**src/shared/omr_pkg.sv**
```systemverilog
// package: operating mode register constants and types
package omr_pkg;
	localparam logic [7:0] OMR_RESET = 8'h80;
	localparam int OMR_FMT_BIT = 7;
	localparam int OMR_BAUD_BIT = 6;
	localparam int OMR_FLOW_BIT = 5;
	localparam int OMR_ECHO_BIT = 4;
	localparam int OMR_PKIND_BIT = 2;
	localparam int OMR_SKIND_BIT = 1;
	localparam int OMR_PORT_BIT = 0;
	localparam logic [3:0] OMR_BAUD_RESET = 4'h0;
	localparam logic [3:0] OMR_BAUD_ADAPT = 4'h8;
	localparam logic [1:0] OMR_CR_NEEDED = 2'h2;
	localparam logic [7:0] OMR_CR_CHAR = 8'h0D;
	localparam int OMR_XTAL_HZ = 11000000;
	localparam int OMR_CLK_HZ = 50000000;

	typedef enum logic [1:0] {
		OMR_DST_SERIAL = 2'h0,
		OMR_DST_LCD = 2'h1,
		OMR_DST_PAR = 2'h3,
		OMR_DST_LED = 2'h2
	} omr_dest_t;

	typedef struct packed {
		logic command_format_select;
		logic flow_control_enable;
		logic position_echo_enable;
		logic parallel_display_kind;
		logic serial_display_kind;
		logic display_port_select;
	} omr_mode_t;
endpackage

```
**src/hdl/omr_mode_reg.sv**
```systemverilog
// operating mode register with baud select and output steering
`timescale 1ns/100ps
// Behaviour
// - register reachable only through the set-mode command
// - power-up value 0x80
// - format bit one means ascii parsing, zero binary
// - echo bit makes position output on each jog or home step
// - port bit picks serial (0) or parallel (1) output destination
// - serial kind bit picks plain or lcd-formatted serial output
// - parallel kind zero: handshake output, pending flag low while waiting if flow bit clear
// - parallel kind one: led display, select strobe during writes
// - flow bit turns user bit 6 into active-low clear-to-send
// - clear-to-send low when ready, high while busy
// - clear-to-send never busy during jog stepping
// - baud-set bit: low nibble sets rate, byte not stored
// - codes 0-7 fixed rates, 8 adaptive, 9-F undefined
// - fixed rates scale with crystal; adaptive compensates (here only the 4-bit code is stored, OMR_XTAL_HZ is unused)
// - rate applied at command, persists until reset or next baud set
// - after adaptive select, no transmit until two carriage returns
module omr_mode_reg
	import omr_pkg::*;
(
	// clock and reset
	input wire logic mclk,
	input wire logic resetn,
	// set-mode command from the command parser
	input wire logic mode_wr,
	input wire logic [7:0] mode_byte,
	// device activity
	input wire logic busy,
	input wire logic jog_active,
	input wire logic home_active,
	input wire logic step_pulse,
	input wire logic out_pending,
	input wire logic led_write,
	input wire logic rx_valid,
	input wire logic [7:0] rx_char,
	input wire logic user_bit_6_gp,
	input wire logic user_bit_7_gp,
	// decoded mode
	output logic [7:0] mode_q,
	output logic ascii_mode_q,
	output logic echo_req_q,
	output logic [1:0] dest_q,
	output logic [3:0] baud_code_q,
	output logic baud_valid_q,
	output logic tx_enable_q,
	// shared pins
	output logic user_bit_6_q,
	output logic user_bit_7_q
);
	logic [1:0] cr_cnt_q;
	logic [1:0] cr_cnt_d;
	logic [7:0] mode_d;
	logic [3:0] baud_d;
	logic adapt_wait_d;
	logic adapt_wait_q;
	logic baud_sel;
	logic [1:0] dest_d;
	logic ub6_d;
	logic ub7_d;
	logic cts_busy;

	function automatic logic [1:0] dest_of(input logic [7:0] m);
		if (!m[OMR_PORT_BIT])
			dest_of = m[OMR_SKIND_BIT] ? OMR_DST_LCD : OMR_DST_SERIAL;
		else
			dest_of = m[OMR_PKIND_BIT] ? OMR_DST_LED : OMR_DST_PAR;
	endfunction

	assign baud_sel = mode_wr && mode_byte[OMR_BAUD_BIT];
	// whole byte replaces register unless it is a baud set
	assign mode_d = (mode_wr && !baud_sel) ? mode_byte : mode_q;
	assign baud_d = baud_sel ? mode_byte[3:0] : baud_code_q;
	// only the code is kept; nothing here scales it with the crystal
	assign adapt_wait_d = baud_sel ? (mode_byte[3:0] == OMR_BAUD_ADAPT) :
		(adapt_wait_q && !(cr_cnt_d == OMR_CR_NEEDED));
	assign cr_cnt_d = baud_sel ? 2'h0 :
		(adapt_wait_q && rx_valid && rx_char == OMR_CR_CHAR) ?
		2'(cr_cnt_q + 2'h1) : cr_cnt_q;
	assign dest_d = dest_of(mode_d);
	assign cts_busy = busy && !jog_active;
	assign ub6_d = mode_d[OMR_FLOW_BIT] ? cts_busy :
		(dest_d == OMR_DST_PAR) ? !out_pending :
		user_bit_6_gp;
	assign ub7_d = (dest_d == OMR_DST_LED) ? led_write :
		user_bit_7_gp;

	always_ff @(posedge mclk or negedge resetn) begin
		if (!resetn) begin
			mode_q <= OMR_RESET;
			baud_code_q <= OMR_BAUD_RESET;
			adapt_wait_q <= 1'b0;
			cr_cnt_q <= 2'h0;
			ascii_mode_q <= 1'b1;
			echo_req_q <= 1'b0;
			dest_q <= OMR_DST_SERIAL;
			baud_valid_q <= 1'b1;
			tx_enable_q <= 1'b1;
			user_bit_6_q <= 1'b1;
			user_bit_7_q <= 1'b1;
		end else begin
			mode_q <= mode_d;
			baud_code_q <= baud_d;
			adapt_wait_q <= adapt_wait_d;
			cr_cnt_q <= adapt_wait_d ? cr_cnt_d : 2'h0;
			ascii_mode_q <= mode_d[OMR_FMT_BIT];
			echo_req_q <= mode_d[OMR_ECHO_BIT] && step_pulse &&
				(jog_active || home_active);
			dest_q <= dest_d;
			baud_valid_q <= !baud_d[3] || (baud_d == OMR_BAUD_ADAPT);
			tx_enable_q <= !adapt_wait_d;
			user_bit_6_q <= ub6_d;
			user_bit_7_q <= ub7_d;
		end
	end
endmodule

```
**config.mk**
```make
export PLATFORM = sky130hd
export DESIGN_NAME = omr_mode_reg
export DESIGN_NICKNAME = d
export VERILOG_FILES = /design/src/shared/omr_pkg.sv /design/src/hdl/omr_mode_reg.sv
export SDC_FILE = /design/constraint.sdc
export NUM_CORES = 1
export LEC_CHECK = 0
export BUFFER_PORTS_ARGS = -buffer_cell sky130_fd_sc_hd__buf_4
export CAP_MARGIN = 30
export CORE_AREA = 4 4 70 65
export DETAILED_ROUTE_END_ITERATION = 16
export DIE_AREA = 0 0 74 69
export PLACE_DENSITY = 0.57
export REMOVE_ABC_BUFFERS = 1
export SYNTH_ARGS = -nofsm -noshare
export SYNTH_HDL_FRONTEND = slang
export SYNTH_SLANG_ARGS = --single-unit
```
**constraint.sdc**
```tcl
create_clock -name mclk -period 2.08 [get_ports mclk]
set_input_delay 0.208 -clock mclk [delete_from_list [all_inputs] [get_ports mclk]]
set_output_delay 0.208 -clock mclk [all_outputs]
set_load 0.01 [all_outputs]
```
==> impl_metrics.toml <==
[power]
irDropWorstVdd_mv = 0.208
power.share.sequential_pct = 49.8
clock_power_share_pct = 26.1
power.combinational.fraction_pct = 24.1
sw_frac_of_total_pct = 25.0
p_per_area_nw_per_um2 = 735
internal-power_mw = 0.739
leakagePower_nw = 0.655
switchingPower_mw = 0.247

[clocking]
cts-root-to-sink-buffers = 2
htreeDepth = 1
tritoncts.num_buffers = 3
cts_num_sinks = 21
path_clk_slew_ns = 0.07
clock_latency_ns = 0.25
clk_root_buffer_cell = "sky130_fd_sc_hd__clkbuf_8"
clock_tree_from_tritoncts = "done"

[sta]
fin_crit_ns = 1.33
setup_repair_after_global_routing_missed_its_margin = "no"
tightest_slew_ns = 0.282
hold_violations = 0
max-slew-margin-rel_pct = 81.1
setup-violations-final = 0
fin_worst_hold_slack_ns = 0.181
fmax_mhz = 754
totalNegativeSetupSlack_ns = 0
skew_ns = 0.00209
slew_violations = 0
post-route-period-util_pct = 63.8

[critical_path]
crit-reg2reg-launch = "adapt_wait_q"
critPathSlowestCell = "sky130_fd_sc_hd__dfrtp_1"
path_cells = "and4b_1, nand4_1, and3b_1, o31a_1"
critPathMaxFanout = 3
critical_path_arrival_ns = 1.51
worst_path_largest_cell_delay_ns = 0.35
r2r-end = "tx_enable_q"
timing.critical_path.required_ns = 2.26
cp-end-kind = "flop"
worst-setup-path-type = "reg2reg"
crit_start = "adapt_wait_q"
ff2ff_setup_slack_ns = 0.75
r2r_cells = 4
startpoint_type = "flop"
capturing_instance_or_port_of_the_critical_path = "tx_enable_q"

[die]
core.rowCount = 21
die_h_um = 69
dieWidth_um = 74
io_pins = 48
dieArea_um2 = 5110
core_um2 = 3760
start_util_pct = 23.8

[grt]
grt_antenna_before_repair = 0
via_count_of_the_first_global_routing_pass = 786
wire_length_of_the_first_global_routing_pass_um = 3590
largest_net_degree_at_the_start_of_global_routing = 22
globalRouteTotalUtil_pct = 8.76
gr-total-overflow = 0

[detailed_routing]
dr_wl_met2_um = 1050
antenna_left = 0
dr_total_vias = 691
drtIter0Drc = 28
routed_via_density = 4.24
wl_per_cell_um = 13.2
post-route-drc-count = 0
wl_met3_um = 177
drtPass1Iterations = 4
route.final.wire_length_um = 2150
routed_met1_length_um = 927
top_layer_used = "met3"

[synth]
ys.warnings.count = 0
post_synth_num_cell_types = 29
synthesis.instances = 67
syn-mean-instance-area_um2 = 13.4
syn-cell-area_um2 = 895
yosysSeqAreaShare_pct = 59.4
postSynthRegisterBits = 21

[outcome]
outcome = "complete, no violations"

[place]
io_buffer_count = 47
gp_congestion = 0.666
dp.final_hpwl_um = 1770

[layout]
n_fill_cell = 388
area_of_combinational_cells_with_multiple_inputs_um2 = 325
antenna_cells = 0
final_net_count = 146
layout.area.seq_um2 = 532
drive_above_1_share_pct = 58.1
layout-area-overhead-vs-synth_pct = 49.9

[worst_hold_path]
min_from = "home_active"
worstHoldPathType = "in2reg"

[flow_run]
maxcap_viol_count = 0
logic make-up (layout without fill, tap and decap cells):
logic type | Yosys count | after routing | synth area share, %
mux | 12 | 12 | 15.2
buf+inv | 6 | 56 | 4.20
compound gates | 7 | 7 | 5.74
simple gates | 20 | 20 | 14.4
flops | 21 | 21 | 59.4
xor+xnor | 1 | 1 | 0.979
per-layer routing:
| layer | vias up | global-route usage, % |
|---|---|---|
| li1 | 336 | - |
| met5 | - | 0 |
| met1 | 327 | 10.5 |
| met4 | 0 | 1.81 |
| met2 | 28 | 14.9 |
| met3 | 0 | 3.05 |
critical path, delay by kind of cell (launching register included):
kind	cells	cell delay (ns)
simple gates	3	0.61
flops	1	0.35
compound gates	1	0.30
what timing repair did:
item	CTS	global route
hold endpoints to repair	16	0
buffers inserted	0	0
resized for setup	0	0
hold buffers	1	0
area by class of cell:
class	instances	area share (%)
Multi-Input combinational cell	40	24.3
Tap cell	46	4.29
Clock buffer	4	3.36
Timing Repair Buffer	49	27.6
Sequential cell	21	39.6
Inverter	3	0.840
power by group through the flow:
stage	Sequential [mW]	Clock [mW]	Combinational, mW
finish	0.491	0.257	0.238
global route	0.496	0.298	0.260
CTS	0.492	0.277	0.244
detailed placement	0.499	0	0.242
global placement	0.496	0	0.238
floorplan	0.521	0	0.0653
registers in the layout (all words and copies together), names as in the netlist:
signal / flops
adapt_wait_q: 1
baud_code_q: 4
baud_valid_q: 1
cr_cnt_q: 2
dest_q: 1
echo_req_q: 1
mode_q: 8
tx_enable_q: 1
user_bit_6_q: 1
user_bit_7_q: 1
metrics by stage:
stage	total power [mW]	cell area, µm²	setup WS [ns]	utilization [%]	std cells
6_report	0.985	1340	0.753	35.7	163
3_5_place_dp	0.741	1290	0.690	34.2	158
4_1_cts	1.01	1340	0.752	35.7	163
5_1_grt	1.05	1340	0.646	35.7	163
2_1_floorplan	0.587	868	0.786	-	64
3_3_place_gp	0.734	1290	0.728	34.2	158
Yosys cell counts, drive strengths merged:
cell type	number	area share [%]
nor4bb	1	1.1
nand4	1	0.70
nand2b	2	1.4
o21ai	2	1.1
nor4	1	1.4
o211a	1	1.1
nor3b	2	1.7
dfrtp	16	45
dfstp	5	15
nor2	1	0.42
nand3	1	0.56
inv	3	1.3
nor3	2	1.1
mux2i	2	2.2
and4b	1	1.1
nand3b	1	0.84
buf	3	2.9
o31a	1	0.98
nand2	5	2.4
xor2	1	0.98
a31oi	1	0.70
o22a	1	0.98
and2	1	0.70
and3b	1	0.98
mux2	10	13
o31ai	1	0.84
worst min path at each step:
stage              endpoint  slack (ns)  depth (start not counted)
2_1_floorplan  adapt_wait_q       -0.09                          0
4_1_cts          echo_req_q        0.17                          2
3_5_place_dp   adapt_wait_q        0.10                          1
3_3_place_gp      mode_q[3]        0.10                          1
5_1_grt        user_bit_7_q        0.17                          2
6_report         echo_req_q        0.18                          2
cells in the final DEF (no fill, tap or decap):
master	netlist	final
sky130_fd_sc_hd__dfstp_2	5	5
sky130_fd_sc_hd__nand4_1	1	1
sky130_fd_sc_hd__clkbuf_1	0	1
sky130_fd_sc_hd__nand3_1	1	1
sky130_fd_sc_hd__o31ai_1	1	1
sky130_fd_sc_hd__a31oi_1	1	1
sky130_fd_sc_hd__dlygate4sd3_1	0	1
sky130_fd_sc_hd__nor2_1	1	1
sky130_fd_sc_hd__nor3_1	2	2
sky130_fd_sc_hd__nor4bb_1	1	1
sky130_fd_sc_hd__mux2_2	9	9
sky130_fd_sc_hd__mux2i_1	2	2
sky130_fd_sc_hd__nand2b_1	2	2
sky130_fd_sc_hd__o22a_1	1	1
sky130_fd_sc_hd__nand2_1	4	4
sky130_fd_sc_hd__nand3b_1	1	1
sky130_fd_sc_hd__xor2_1	1	1
sky130_fd_sc_hd__nor3b_1	2	2
sky130_fd_sc_hd__o21ai_0	2	2
sky130_fd_sc_hd__and4b_1	1	1
sky130_fd_sc_hd__mux2_4	1	1
sky130_fd_sc_hd__o211a_1	1	1
sky130_fd_sc_hd__nand2_2	1	1
sky130_fd_sc_hd__buf_4	2	48
sky130_fd_sc_hd__dfrtp_1	16	16
sky130_fd_sc_hd__o31a_1	1	1
sky130_fd_sc_hd__and2_1	1	1
sky130_fd_sc_hd__and3b_1	1	1
sky130_fd_sc_hd__nor4_2	1	1
sky130_fd_sc_hd__inv_1	3	3
sky130_fd_sc_hd__clkbuf_8	0	3
(Power assumes the default switching activity.)
